<file path="src/pmurs_pkg.sv">
// What this block does
// First profile chains rails with listed delays
// First profile: pushbutton press launches startup
// Pushbutton released before hold and enable: shutdown
// First profile: enable rise launches same startup
// First profile: rails 4,5,6,12 need software
// First profile: three turn-off events
// Bucks default forced PWM, software may change
// First profile: reset follows rail nine, 40ms
// First profile: voltage select by software only
// Unused general outputs start off, software enables; outputs one and two stay masked off in both profiles
// Third general output toggles 256Hz, 50%; the second profile masks this output off, so it stays low there
// Outputs four to six: 0.25Hz, 6.25% high; the second profile masks output five off, so only four and six pulse there
// Second profile starts on input power alone
// Second profile: rail seven on power, thirteen off
// Second profile: software or 10s press off
// Second profile: reset follows rail twelve, 40ms
// Second profile: gp_pin_two selects rail one voltage
// Second profile: gp_pin_three triggers rails 3,5,6
// Second profile: rail eleven needs pins three and five
// Processor raises pin five after reset release
// Second profile: watchdog off until software enables
// Chain delay starts at trigger rail good
package pmurs_pkg;

  // ==========================================================
  // Sequencer states
  typedef enum logic [1:0] {PMURS_OFF, PMURS_PB_WAIT, PMURS_ON, PMURS_HALT} pmurs_state_e;

  // ==========================================================
  // Control pins, sampled as one group
  typedef struct packed {
    logic pb_n;
    logic pen;
    logic phold;
    logic g1;
    logic g2;
    logic g3;
    logic g5;
    logic uvlo;
    logic prof_b;
  } pmurs_pins_s;

  localparam pmurs_pins_s PMURS_PIN_RST = '{pb_n: 1'b1, default: 1'b0};

  // ==========================================================
  // Timing
  localparam int PMURS_CLK_MHZ       = 25;
  localparam int PMURS_CLK_HZ        = PMURS_CLK_MHZ * 1000000;
  localparam int PMURS_DLY_SHORT_US  = 500;
  localparam int PMURS_DLY_MID_US    = 1000;
  localparam int PMURS_DLY_LONG_US   = 2000;
  localparam int PMURS_RST_DLY_MS    = 40;
  localparam int PMURS_LONG_PRESS_S  = 10;
  localparam int PMURS_TONE_HZ       = 256;
  localparam int PMURS_SLOW_FREQ_CHZ = 25;   // 0.25 Hz in hundredths
  localparam int PMURS_SLOW_DUTY_BP  = 625;  // 6.25 % in hundredths of a percent
  localparam int PMURS_DLY_SHORT_CYC = PMURS_DLY_SHORT_US * PMURS_CLK_MHZ;
  localparam int PMURS_DLY_MID_CYC   = PMURS_DLY_MID_US * PMURS_CLK_MHZ;
  localparam int PMURS_DLY_LONG_CYC  = PMURS_DLY_LONG_US * PMURS_CLK_MHZ;
  localparam int PMURS_RST_DLY_CYC   = PMURS_RST_DLY_MS * 1000 * PMURS_CLK_MHZ;
  localparam int PMURS_LONG_CYC      = PMURS_LONG_PRESS_S * PMURS_CLK_HZ;
  localparam int PMURS_TONE_HALF_CYC = PMURS_CLK_HZ / (2 * PMURS_TONE_HZ);
  localparam int PMURS_SLOW_CYC      = PMURS_CLK_HZ / PMURS_SLOW_FREQ_CHZ * 100;
  localparam int PMURS_SLOW_HIGH_CYC = PMURS_SLOW_CYC / 10000 * PMURS_SLOW_DUTY_BP;
  localparam logic [1:0] PMURS_STRAP_DONE = 2'h3;

  // ==========================================================
  // Rail trigger sources: 0..12 are rails, then pins and fixed ones
  localparam logic [4:0] PMURS_SRC_GP1    = 5'h0D;
  localparam logic [4:0] PMURS_SRC_GP3    = 5'h0E;  // this and above follow level
  localparam logic [4:0] PMURS_SRC_GP35   = 5'h0F;
  localparam logic [4:0] PMURS_SRC_UVLO   = 5'h10;
  localparam logic [4:0] PMURS_SRC_SW     = 5'h11;
  localparam logic [4:0] PMURS_SRC_ALWAYS = 5'h12;
  localparam logic [4:0] PMURS_SRC_NONE   = 5'h13;

  // Delay codes: none, short, mid, long
  localparam logic [12:0][4:0] PMURS_SRC_A = {5'h12, 5'h11, 5'h00, 5'h07, 5'h07, 5'h02, 5'h01,
                                              5'h11, 5'h11, 5'h11, 5'h0A, 5'h0D, 5'h06};
  localparam logic [12:0][1:0] PMURS_DLY_A = {2'h0, 2'h0, 2'h1, 2'h1, 2'h2, 2'h1, 2'h1,
                                              2'h0, 2'h0, 2'h0, 2'h1, 2'h1, 2'h0};
  localparam logic [12:0][4:0] PMURS_SRC_B = {5'h13, 5'h00, 5'h0F, 5'h00, 5'h01, 5'h08, 5'h10,
                                              5'h0E, 5'h0E, 5'h02, 5'h0E, 5'h0D, 5'h02};
  localparam logic [12:0][1:0] PMURS_DLY_B = {2'h0, 2'h3, 2'h0, 2'h3, 2'h3, 2'h3, 2'h0,
                                              2'h0, 2'h0, 2'h3, 2'h0, 2'h3, 2'h3};

  // Reset gate rail per profile, general outputs usable per profile
  localparam int         PMURS_RST_RAIL_A = 8;
  localparam int         PMURS_RST_RAIL_B = 11;
  localparam logic [5:0] PMURS_GPO_MASK_A = 6'h3C;
  localparam logic [5:0] PMURS_GPO_MASK_B = 6'h28;

  // ==========================================================
  // Whole sequencer state
  typedef struct packed {
    pmurs_state_e     st;
    pmurs_pins_s      s1;
    pmurs_pins_s      s2;
    logic [12:0]      pg1;
    logic [12:0]      pg2;
    logic [1:0]       strap_cnt;
    logic             prof_b;
    logic             pen_d;
    logic             pb_d;
    logic [12:0]      rail_on;
    logic [12:0][15:0] dly_cnt;
    logic [19:0]      rst_cnt;
    logic             rst_n;
    logic [27:0]      pb_cnt;
    logic [15:0]      tone_cnt;
    logic             tone;
    logic [26:0]      slow_cnt;
    logic [5:0]       gpo;
    logic [3:0]       psave;
    logic             vsel;
    logic             wdog;
  } pmurs_state_s;

  localparam pmurs_state_s PMURS_STATE_RST = '{st: PMURS_OFF, s1: PMURS_PIN_RST, s2: PMURS_PIN_RST,
                                               pb_d: 1'b1, default: '0};

endpackage : pmurs_pkg

</file>
<file path="src/pmurs_rail_sequencer.sv">
`timescale 1ns/100ps
module pmurs_rail_sequencer import pmurs_pkg::*; #(
  parameter int DLY_SHORT_CYC = PMURS_DLY_SHORT_CYC,
  parameter int DLY_MID_CYC   = PMURS_DLY_MID_CYC,
  parameter int DLY_LONG_CYC  = PMURS_DLY_LONG_CYC,
  parameter int RST_DLY_CYC   = PMURS_RST_DLY_CYC,
  parameter int LONG_CYC      = PMURS_LONG_CYC,
  parameter int TONE_HALF_CYC = PMURS_TONE_HALF_CYC,
  parameter int SLOW_CYC      = PMURS_SLOW_CYC,
  parameter int SLOW_HIGH_CYC = PMURS_SLOW_HIGH_CYC
) (
  // Clock and reset
  input  wire logic        clk,
  input  wire logic        rst_n,
  // Control pins from the board
  input  wire logic        pushbutton_in_n,
  input  wire logic        power_enable_in,
  input  wire logic        power_hold_in,
  input  wire logic        gp_pin_one,
  input  wire logic        gp_pin_two,
  input  wire logic        gp_pin_three,
  input  wire logic        gp_pin_five,
  input  wire logic        input_power_ok,
  input  wire logic        profile_b_strap,
  // Regulation status from the rails
  input  wire logic [12:0] rail_good,
  // Software control bits
  input  wire logic [12:0] sw_rail_en,
  input  wire logic        sw_turn_off,
  input  wire logic [3:0]  sw_buck_psave,
  input  wire logic        sw_volt_sel,
  input  wire logic [5:0]  sw_gpo_en,
  input  wire logic        sw_wdog_en,
  // Outputs
  output logic      [12:0] rail_en,
  output logic             reset_out_n,
  output logic      [5:0]  gpo_out,
  output logic      [3:0]  buck_psave,
  output logic             rail_one_vsel,
  output logic             wdog_en,
  output pmurs_state_e     seq_state
);

  pmurs_state_s q;
  pmurs_state_s d;
  pmurs_pins_s  pins_raw;
  logic         long_press;
  logic         rst_ok;
  logic [12:0]  trig;

  // ==========================================================
  // Delay code to cycles
  function automatic logic [15:0] dly_cycles(input logic [1:0] code);
    unique case (code)
      2'h0: dly_cycles = 16'h0000;
      2'h1: dly_cycles = 16'(DLY_SHORT_CYC);
      2'h2: dly_cycles = 16'(DLY_MID_CYC);
      2'h3: dly_cycles = 16'(DLY_LONG_CYC);
    endcase
  endfunction : dly_cycles

  // Trigger level of one source
  function automatic logic src_level(input logic [4:0] src, input pmurs_state_s s, input logic sw);
    if (src < PMURS_SRC_GP1) src_level = s.rail_on[src[3:0]] && s.pg2[src[3:0]];
    else begin
      unique case (src)
        PMURS_SRC_GP1:    src_level = s.s2.g1;
        PMURS_SRC_GP3:    src_level = s.s2.g3;
        PMURS_SRC_GP35:   src_level = s.s2.g3 && s.s2.g5;
        PMURS_SRC_UVLO:   src_level = s.s2.uvlo;
        PMURS_SRC_SW:     src_level = sw;
        PMURS_SRC_ALWAYS: src_level = s.s2.uvlo;
        default:          src_level = 1'b0;
      endcase
    end
  endfunction : src_level

  assign pins_raw = '{pb_n: pushbutton_in_n, pen: power_enable_in, phold: power_hold_in, g1: gp_pin_one,
                      g2: gp_pin_two, g3: gp_pin_three, g5: gp_pin_five, uvlo: input_power_ok,
                      prof_b: profile_b_strap};

  // ==========================================================
  // Next-state logic
  always_comb begin
    logic [4:0] src;
    logic [1:0] dcode;
    logic       gate;
    logic       rr;
    src   = 5'h00;
    dcode = 2'h0;
    gate  = 1'b0;
    rr    = 1'b0;
    d     = q;
    trig  = '0;
    // Two-stage sampling of board levels
    d.s1  = pins_raw;
    d.s2  = q.s1;
    d.pg1 = rail_good;
    d.pg2 = q.pg1;
    d.pen_d = q.s2.pen;
    d.pb_d  = q.s2.pb_n;
    // Profile strap caught after reset release
    if (q.strap_cnt != PMURS_STRAP_DONE) begin
      d.strap_cnt = q.strap_cnt + 2'h1;
      d.prof_b    = q.s2.prof_b;
    end
    // Pushbutton hold time
    if (q.s2.pb_n) d.pb_cnt = '0;
    else if (q.pb_cnt != 28'(LONG_CYC)) d.pb_cnt = q.pb_cnt + 28'h1;
    long_press = (q.pb_cnt == 28'(LONG_CYC));

    // Power state machine
    unique case (q.st)
      PMURS_OFF: begin
        if (q.strap_cnt == PMURS_STRAP_DONE && q.s2.uvlo) begin
          if (q.prof_b) d.st = PMURS_ON;
          else if (q.pb_d && !q.s2.pb_n) d.st = PMURS_PB_WAIT;
          else if (!q.pen_d && q.s2.pen && q.s2.pb_n) d.st = PMURS_ON;
        end
      end
      PMURS_PB_WAIT: begin
        if (q.s2.pen && q.s2.phold) d.st = PMURS_ON;
        else if (q.s2.pb_n) d.st = PMURS_OFF;
      end
      PMURS_ON: begin
        if (q.prof_b) begin
          if (sw_turn_off || long_press) d.st = PMURS_HALT;
        end else if (sw_turn_off || long_press || (!q.s2.pen && !q.s2.phold)) begin
          d.st = PMURS_OFF;
        end
      end
      PMURS_HALT: if (!q.s2.uvlo) d.st = PMURS_OFF;
    endcase
    if (!q.s2.uvlo) d.st = PMURS_OFF;

    // Rail enables: chained and pin-one rails latch, other pin and software rails follow
    for (int i = 0; i < 13; i++) begin
      src     = q.prof_b ? PMURS_SRC_B[i] : PMURS_SRC_A[i];
      dcode   = q.prof_b ? PMURS_DLY_B[i] : PMURS_DLY_A[i];
      trig[i] = src_level(src, q, sw_rail_en[i]);
      // Rails wait for the strap, else rail thirteen blips in profile B
      gate    = (q.strap_cnt == PMURS_STRAP_DONE) && ((q.st == PMURS_ON) || (src == PMURS_SRC_ALWAYS && q.s2.uvlo));
      if (!gate || (src >= PMURS_SRC_GP3 && !trig[i])) begin
        d.rail_on[i] = 1'b0;
        d.dly_cnt[i] = '0;
      end else if (trig[i] && !q.rail_on[i]) begin
        if (q.dly_cnt[i] >= dly_cycles(dcode)) d.rail_on[i] = 1'b1;
        else d.dly_cnt[i] = q.dly_cnt[i] + 16'h0001;
      end
    end

    // Reset output after gate rail has been good long enough
    rr     = q.prof_b ? (q.rail_on[PMURS_RST_RAIL_B] && q.pg2[PMURS_RST_RAIL_B])
                      : (q.rail_on[PMURS_RST_RAIL_A] && q.pg2[PMURS_RST_RAIL_A]);
    rst_ok = rr && (q.st == PMURS_ON);
    if (!rst_ok) begin
      d.rst_cnt = '0;
      d.rst_n   = 1'b0;
    end else if (q.rst_cnt == 20'(RST_DLY_CYC)) d.rst_n = 1'b1;
    else d.rst_cnt = q.rst_cnt + 20'h00001;

    // Square wave for the third output
    if (!sw_gpo_en[2]) begin
      d.tone_cnt = '0;
      d.tone     = 1'b0;
    end else if (q.tone_cnt == 16'(TONE_HALF_CYC - 1)) begin
      d.tone_cnt = '0;
      d.tone     = ~q.tone;
    end else d.tone_cnt = q.tone_cnt + 16'h0001;

    // Slow pulse period for outputs four to six
    if (sw_gpo_en[5:3] == 3'h0 || q.slow_cnt == 27'(SLOW_CYC - 1)) d.slow_cnt = '0;
    else d.slow_cnt = q.slow_cnt + 27'h0000001;

    // General outputs, masked to those usable in this profile
    d.gpo[1:0] = sw_gpo_en[1:0];
    d.gpo[2]   = sw_gpo_en[2] && q.tone;
    for (int k = 3; k < 6; k++) d.gpo[k] = sw_gpo_en[k] && (q.slow_cnt < 27'(SLOW_HIGH_CYC));
    d.gpo = d.gpo & (q.prof_b ? PMURS_GPO_MASK_B : PMURS_GPO_MASK_A);

    // Mode bits
    d.psave = sw_buck_psave;
    d.vsel  = q.prof_b ? q.s2.g2 : sw_volt_sel;
    d.wdog  = sw_wdog_en;
  end

  // ==========================================================
  // State register
  always_ff @(posedge clk or negedge rst_n) begin
    if (!rst_n) q <= PMURS_STATE_RST;
    else q <= d;
  end

  // Outputs straight from flip-flops
  assign rail_en       = q.rail_on;
  assign reset_out_n   = q.rst_n;
  assign gpo_out       = q.gpo;
  assign buck_psave    = q.psave;
  assign rail_one_vsel = q.vsel;
  assign wdog_en       = q.wdog;
  assign seq_state     = q.st;
endmodule : pmurs_rail_sequencer

</file>
<file path="config.mk">
export PLATFORM = sky130hd
export DESIGN_NAME = pmurs_rail_sequencer
export DESIGN_NICKNAME = d
export VERILOG_FILES = /design/src/pmurs_pkg.sv /design/src/pmurs_rail_sequencer.sv
export SDC_FILE = /design/constraint.sdc
export NUM_CORES = 1
export LEC_CHECK = 0
export ABC_AREA = 1
export BUFFER_PORTS_ARGS = -buffer_cell sky130_fd_sc_hd__buf_2
export CORE_UTILIZATION = 30
export CTS_BUF_LIST = sky130_fd_sc_hd__clkbuf_8 sky130_fd_sc_hd__clkbuf_16
export DETAILED_ROUTE_END_ITERATION = 7
export SYNTH_ARGS = -nofsm -noshare
export SYNTH_HDL_FRONTEND = slang
export SYNTH_SLANG_ARGS = --single-unit
</file>
<file path="constraint.sdc">
create_clock -name clk -period 6.5 [get_ports clk]
set_clock_uncertainty 0.05 [all_clocks]
set_input_delay 1.625 -clock clk [delete_from_list [all_inputs] [get_ports clk]]
set_output_delay 1.625 -clock clk [all_outputs]
set_load 0.03 [all_outputs]
</file>
==> qor.txt, run 1 <==
WL per Instance = 12.7 µm
Buffers on Ports = 59
Clock network power share = 44.7%
Drt first pass iters = 5
Worst-skew pair later-pin latency = 0.57 ns
Vias in the first global route = 17,022
HP Class = flop to flop
Final worst-path setup slack = 3.05 ns
Crit path capture type = flop
Layout fillers = 7,218
Num CTS Buffers = 41
Initial antenna violation count = 2
Primary FF master, synth = dfrtp_1
DRT antenna net count = 0
Top-Level Pins = 78
Post-Place Cells = 3,743
Outcome = completed
Final hold violation count = 0
Post-Route WL = 48.3 mm
CP required = 6.96 ns
Cell Pwr Density = 243 nW/µm²
Combinational group share of total power = 16.6%
Synthesized netlist cell count = 2,889
Warnings from Yosys = 0
Commonest cells post-synth = 879 x nand2_1, 477 x nor2_1, 314 x dfrtp_1
Cell taking the most area after synthesis = dfrtp_1
NumNets Final = 3,062
Clock Sinks = 317
Kind of critical path = flop to flop
Worst slack at placement = 2.98 ns
CTS Hold Buffers Added = 0
Ys async rst share = 100%
Drc violations = 0
Rows = 95
Post-synth EDFFs = 0
Die Span Y = 263 µm
Sequential share of power = 38.8%
Leak = 10.5 nW
Placer congestion estimate = 0.848
Critical path arrival = 3.91 ns
Critical-path cell list = buf_4 -> inv_2 -> buf_4 -> ha_1 -> nand2_1 -> o21bai_1 -> nand2_1 -> nor2_1 -> nand3_2 -> nand2_2 -> nand2_1 -> nand2_1
Min cycle time layout = 3.45 ns
Worst path most repeated cell = nand2_1
Switching power of the nets = 1.73 mW
Slowest CP cell = buf_4
Die ar. = 69,000 µm²
PostCTS Resize Cnt = 0
# diodes = 0
Int Pwr = 3.80 mW
Routed vias/inst = 4.62
CTS Buffer Depth = 3
Post-layout utilization of the core = 34.0%
Total number of vias = 17,647
Avg Cell Area, Syn = 7.05 µm²
Setup violations, final = 0
Worst path max stage delay = 0.61 ns
Seq/Total Area, Yosys = 39.0%
Iter 0 DRT Violations = 1,048
Root Driver = clkbuf_16
Max-Slew Margin vs Limit = 38.1%
Initial Util = 30.3%
Synth Cell Area = 20,400 µm²
Multi-input gate area = 10,900 µm²
Maximum vdd drop = 0.000186 V
CTS tree = done
Remaining Overflow, GRT = 0
Postcts setup bufs = 0
Net switching fraction of the power = 31.3%
Worst Max-Slew Pin Slew = 0.929 ns
Tot GR Track Use = 14.3%
Yosys top cell area share = 38.6%
Total power = 5.53 mW
Register area = 7940 µm²
Tcrit/Tclk final = 53.0%
Layout cells sized above 1 = 6.18%
Crit path launch type = flop
Slew Viols, Final = 0
First-pass GRT wire length = 83.7 mm
Post-synth cell types = 48
Total Neg Setup Slack = 0 ns
HPWL after DPL = 32.2 mm
F_max = 0.290 GHz
R2r setup slk = 3.05 ns
Maxcap violations = 0
CTS H-Tree Depth = 2
Largest net degree at the start of global routing = 146
Critical path peak fanout = 52
Synthesized flop and latch total = 317
Most instantiated library cell after synthesis = nand2_1
RSZ-0062 raised after global routing = false
Fin cells = 3,816
Top post-synthesis cells by area = dfrtp_1 39%, nand2_1 16%, nor2_1 8.8%
Core footprint = 67,200 µm²
Area growth syn-to-layout = 11.9%
Clk slew on worst S/H paths = 0.06 ns
Die W = 263 µm
-- registers in the layout (all words and copies together) (netlist names), 2 cells and up --
register    flops
buck_psave      4
gpo_out         4
seq_state       2
rail_en        13
q             272
d              19
-- worst max-delay path, delay by kind of cell, from the launching register on --
kind	cells	cell delay, ns
buffers and inverters	3	1.19
AOI/OAI and AO/OA	1	0.10
adders and majority gates	1	0.39
and+or+nand+nor	7	1.25
DFF	1	0.38
-- metrics by stage --
step,area (µm²),hold WS [ns]
3_3_place_gp,21300,0.282
5_1_grt,22800,0.297
4_1_cts,22800,0.295
3_5_place_dp,21300,0.285
6_report,22800,0.287
2_1_floorplan,20400,0.281
-- cell families after synthesis --
family                     share of synthesized area [%]
DFF                                                 39.0
adders and majority gates                           6.08
xor gates and xnor gates                            4.90
buffers and inverters                               7.54
other                                             0.0184
AOI/OAI and AO/OA                                   4.12
and+or+nand+nor                                     38.4
-- worst paths after layout --
path | start | to | depth (start not counted)
min in group asynchronous | rst_n | buck_psave[0] | 1
worst min register to register | d[361] | q[361] | 0
worst min-delay path | d[361] | q[361] | 0
worst max-delay path | q[328] | q[231] | 12
worst max register to register | q[328] | q[231] | 12
max in group asynchronous | rst_n | q[281] | 2
-- layout make-up --
type                            count  area share, %
Timing Repair Buffer               64           1.61
Multi-Input combinational cell   2214           47.8
Clock buffer                       50           5.14
Sequential cell                   317           34.8
Inverter                          275           4.55
Tap cell                          873           4.79
Clock inverter                     23           1.29
-- power by group through the flow --
stage	sequential, mW	clock, mW	combinational [mW]
after floorplan	2.16	0	0.722
after global placement	2.18	0	0.927
after detailed placement	2.18	0	0.934
after CTS	2.14	2.56	0.936
after global routing	2.16	2.63	1.05
final	2.14	2.47	0.916
-- layer usage --
metal | GRT usage [%] | share of wire [%]
met4 | 4.29 | 2.3
met5 | 0 | 0.025
met3 | 2.24 | 4.0
met1 | 19.9 | 50
met2 | 22.8 | 43
-- cell usage in the layout (no fill, tap or decap), types with 4 or more instances in the layout --
| master | synthesis | layout |
|---|---|---|
| a21oi_1 | 62 | 62 |
| and2_1 | 4 | 4 |
| buf_2 | 24 | 58 |
| bufinv_16 | 0 | 7 |
| clkbuf_16 | 0 | 43 |
| clkbuf_8 | 0 | 7 |
| clkinvlp_4 | 0 | 4 |
| dfrtp_1 | 314 | 313 |
| ha_1 | 99 | 99 |
| inv_1 | 267 | 275 |
| inv_2 | 6 | 6 |
| nand2_1 | 879 | 879 |
| nand2_2 | 13 | 13 |
| nand3_1 | 306 | 306 |
| nand3_2 | 5 | 5 |
| nand3b_1 | 8 | 8 |
| nand4_1 | 49 | 49 |
| nor2_1 | 477 | 477 |
| nor3_1 | 88 | 88 |
| nor3b_1 | 10 | 10 |
| nor4_1 | 4 | 4 |
| o21a_1 | 4 | 4 |
| o21ai_0 | 32 | 32 |
| o21ai_2 | 4 | 4 |
| o21bai_1 | 22 | 22 |
| xnor2_1 | 20 | 20 |
| xor2_1 | 94 | 94 |
No activity file was read; power rests on OpenSTA's default activity.
==> inputs of run 2 (changes only) <==
Settings changed: ABC_AREA 1 to 0.
Clock period 6.5 ns to 3 ns, I/O delays scaled along.
==> run 2 against run 1 <==
Effect of this change:
- the run now ends with design-rule violations left
- core utilization increased by 2.0 points
- combinational power increased by 58%
- maximum frequency is 19% higher
- critical path depth decreased by 3
- sequential share of layout area increased by 4.9 points
==> qor.txt, run 2 <==
Tot GR Track Use = 14.0% (-0.28 points)
F_max = 0.345 GHz (+19%)
Final worst-path setup slack = 0.103 ns (-2.95 ns)
Avg Cell Area, Syn = 9.54 µm² (+35%)
HPWL after DPL = 26.6 mm (-18%)
CTS Hold Buffers Added = 0 (unchanged)
Maximum vdd drop = 0.000380 V (+100%)
Vias in the first global route = 13,484 (-21%)
Critical path arrival = 3.29 ns (-0.62 ns)
Crit. Startpoint = q[328]
Placer congestion estimate = 0.836 (-1.4%)
Maxcap violations = 0 (unchanged)
Synth Cell Area = 17,000 µm² (-17%)
Ys async rst share = 100% (unchanged)
Total number of vias = 13,457 (-24%)
First-pass GRT wire length = 66.6 mm (-20%)
Tcrit/Tclk final = 96.6% (+44 points)
Slowest CP cell = or4b_4
Min cycle time layout = 2.90 ns (-0.549 ns)
Largest net degree at the start of global routing = 72 (-51%)
Top-Level Pins = 78 (unchanged)
Die W = 240 µm (-8.7%)
Post-synth EDFFs = 0 (unchanged)
# diodes = 0 (unchanged)
Iter 0 DRT Violations = 838 (-20%)
Worst Max-Slew Pin Slew = 0.763 ns (-0.166 ns)
Fin cells = 2,667 (-30%)
CTS Buffer Depth = 3 (unchanged)
Leak = 8.52 nW (-19%)
RSZ-0062 raised after global routing = false
Most instantiated library cell after synthesis = dfrtp_1
Warnings from Yosys = 0 (unchanged)
Routed vias/inst = 5.05 (+9.1%)
Worst path max stage delay = 0.54 ns (-0.07 ns)
CTS tree = done
Commonest cells post-synth = 314 x dfrtp_1, 228 x nor2_1, 124 x nand2_1
Slew Viols, Final = 0 (unchanged)
CTS H-Tree Depth = 2 (unchanged)
Max-Slew Margin vs Limit = 49.1% (+11 points)
Crit path capture type = flop
Most frequent cells in the layout = 313 x dfrtp_1, 228 x nor2_1, 123 x nand2_1
Commonest non-fill, non-tap cell in the layout = dfrtp_1
Synthesized flop and latch total = 317 (unchanged)
Post-Route WL = 38.9 mm (-20%)
Outcome = finished, violations left
Crit path launch type = flop
Drt first pass iters = 8 (+3)
Register-to-Register Path Depth = 9 (-3)
Primary FF master, synth = dfrtp_1
Worst slack at placement = -0.0403 ns (-3.02 ns)
Yosys top cell area share = 46.3% (+7.8 points)
FF-to-FF Start = q[328]
Top post-synthesis cells by area = dfrtp_1 46%, ha_1 7.3%, nor2_1 5.0%
Initial Util = 30.5% (+0.21 points)
CP required = 3.40 ns (-3.56 ns)
Top reg by flops = q
Seq/Total Area, Yosys = 46.8% (+7.8 points)
Core footprint = 55,500 µm² (-17%)
Die ar. = 57,500 µm² (-17%)
Clk slew on worst S/H paths = 0.06 ns (about the same)
Setup violations, final = 0 (unchanged)
HP Class = input pin to async pin
Hold Slack = 0.0769 ns (-0.210 ns)
Root Driver = clkbuf_16
Remaining Overflow, GRT = 0 (unchanged)
Final hold violation count = 0 (unchanged)
Critical path peak fanout = 12 (-77%)
Critical-path cell list = buf_4 -> buf_12 -> ha_1 -> and4_1 -> nor2b_1 -> or4b_4 -> or2_4 -> o31a_1 -> o21a_1
WL per Instance = 14.6 µm (+15%)
Total Neg Setup Slack = 0 ns (unchanged)
Clock Sinks = 317 (unchanged)
Cell Pwr Density = 539 nW/µm² (+120%)
Num CTS Buffers = 40 (-2.4%)
Layout cells sized above 1 = 12.8% (+6.6 points)
DRT antenna net count = 0 (unchanged)
Kind of critical path = flop to flop
NumNets Final = 2,039 (-33%)
Synthesized netlist cell count = 1,778 (-38%)
Area growth syn-to-layout = 17.9%
Violated checks = design-rule violations
Worst-skew pair later-pin latency = 0.57 ns (about the same)
Die Span Y = 240 µm (-8.7%)
Initial antenna violation count = 1 (-1)
Cell taking the most area after synthesis = dfrtp_1
Buffers on Ports = 59 (unchanged)
Post-Place Cells = 2,593 (-31%)
Drc violations = 3 (+3)
Rows = 86 (-9.5%)
Post-synth cell types = 64 (+33%)
Max FFs per register = 272 (unchanged)
-- run 2: cell types whose count changed after synthesis, sizes merged, moves of 22 or more --
cell and change:
nand2 -771, nor2 -253, inv -205, nand3 -193, nor3 -56, xnor2 +42
buf -39, or3 +39, and3 +38, or4 +36, o21ai +30, nor4 +28
clkbuf +26, a21oi +22
-- run 2: critical path: cells and delay by family, from the launching register on --
family	cells	cell delay [ns]
flops	1	0.50
fa+ha+maj	1	0.28
simple gates	4	1.17
buf+inv	2	0.29
compound gates	2	0.46
-- run 2: repair_timing --
action,4_1_cts,5_1_grt
buffers inserted,0,3
resized for setup,4,11
endpoints found under the setup margin,6,59
pin swaps,0,1
cloned,0,0
-- run 2: through the flow --
step	util [%]	power, mW	instance area (µm²)
2_1_floorplan	-	5.52	17000
3_3_place_gp	33.5	6.05	18600
3_5_place_dp	33.5	6.10	18600
4_1_cts	35.9	11.0	19900
5_1_grt	36.0	11.4	20000
6_report	36.0	10.8	20000
-- run 2: cell families after synthesis --
group | share of synthesized area, %
adder cells (fa/ha/maj) | 7.30
XOR/XNOR | 7.49
multiplexers | 0.922
AO/OA/AOI/OAI | 9.73
AND/OR/NAND/NOR | 24.1
other | 0.0221
buffers and inverters | 3.66
flip-flops | 46.8
-- run 2: power breakdown --
| group | switching [mW] | internal (mW) |
|---|---|---|
| sequential | 0.144 | 4.42 |
| combinational | 0.991 | 0.457 |
| clock | 1.95 | 2.83 |
-- run 2: final timing paths --
| check | slack [ns] | end |
|---|---|---|
| worst max-delay path | 0.10 | q[263] |
| worst min-delay path | 0.08 | buck_psave[2] |
| worst max register to register | 0.10 | q[263] |
| worst min register to register | 0.29 | q[360] |
| max in group asynchronous | 2.03 | d[365] |
| min in group clk | 0.23 | d[361] |
-- run 2: layout make-up --
class | instances | area [µm²]
sequential | 317 | 7940
clock inverter | 24 | 215
clock buffer | 47 | 1110
inverter | 69 | 259
multi-input combinational | 1322 | 8520
tap | 748 | 936
fill | 5641 | 35500
timing repair buffer | 140 | 1020
-- run 2: metal layers --
layer	wire length (µm)	share of wire (%)	GRT usage [%]	up-vias
li1	-	-	-	6562
met1	18300	47	19.0	6596
met2	17800	46	22.3	235
met3	1890	4.9	2.54	64
met4	932	2.4	5.03	0
met5	0	0	0	-
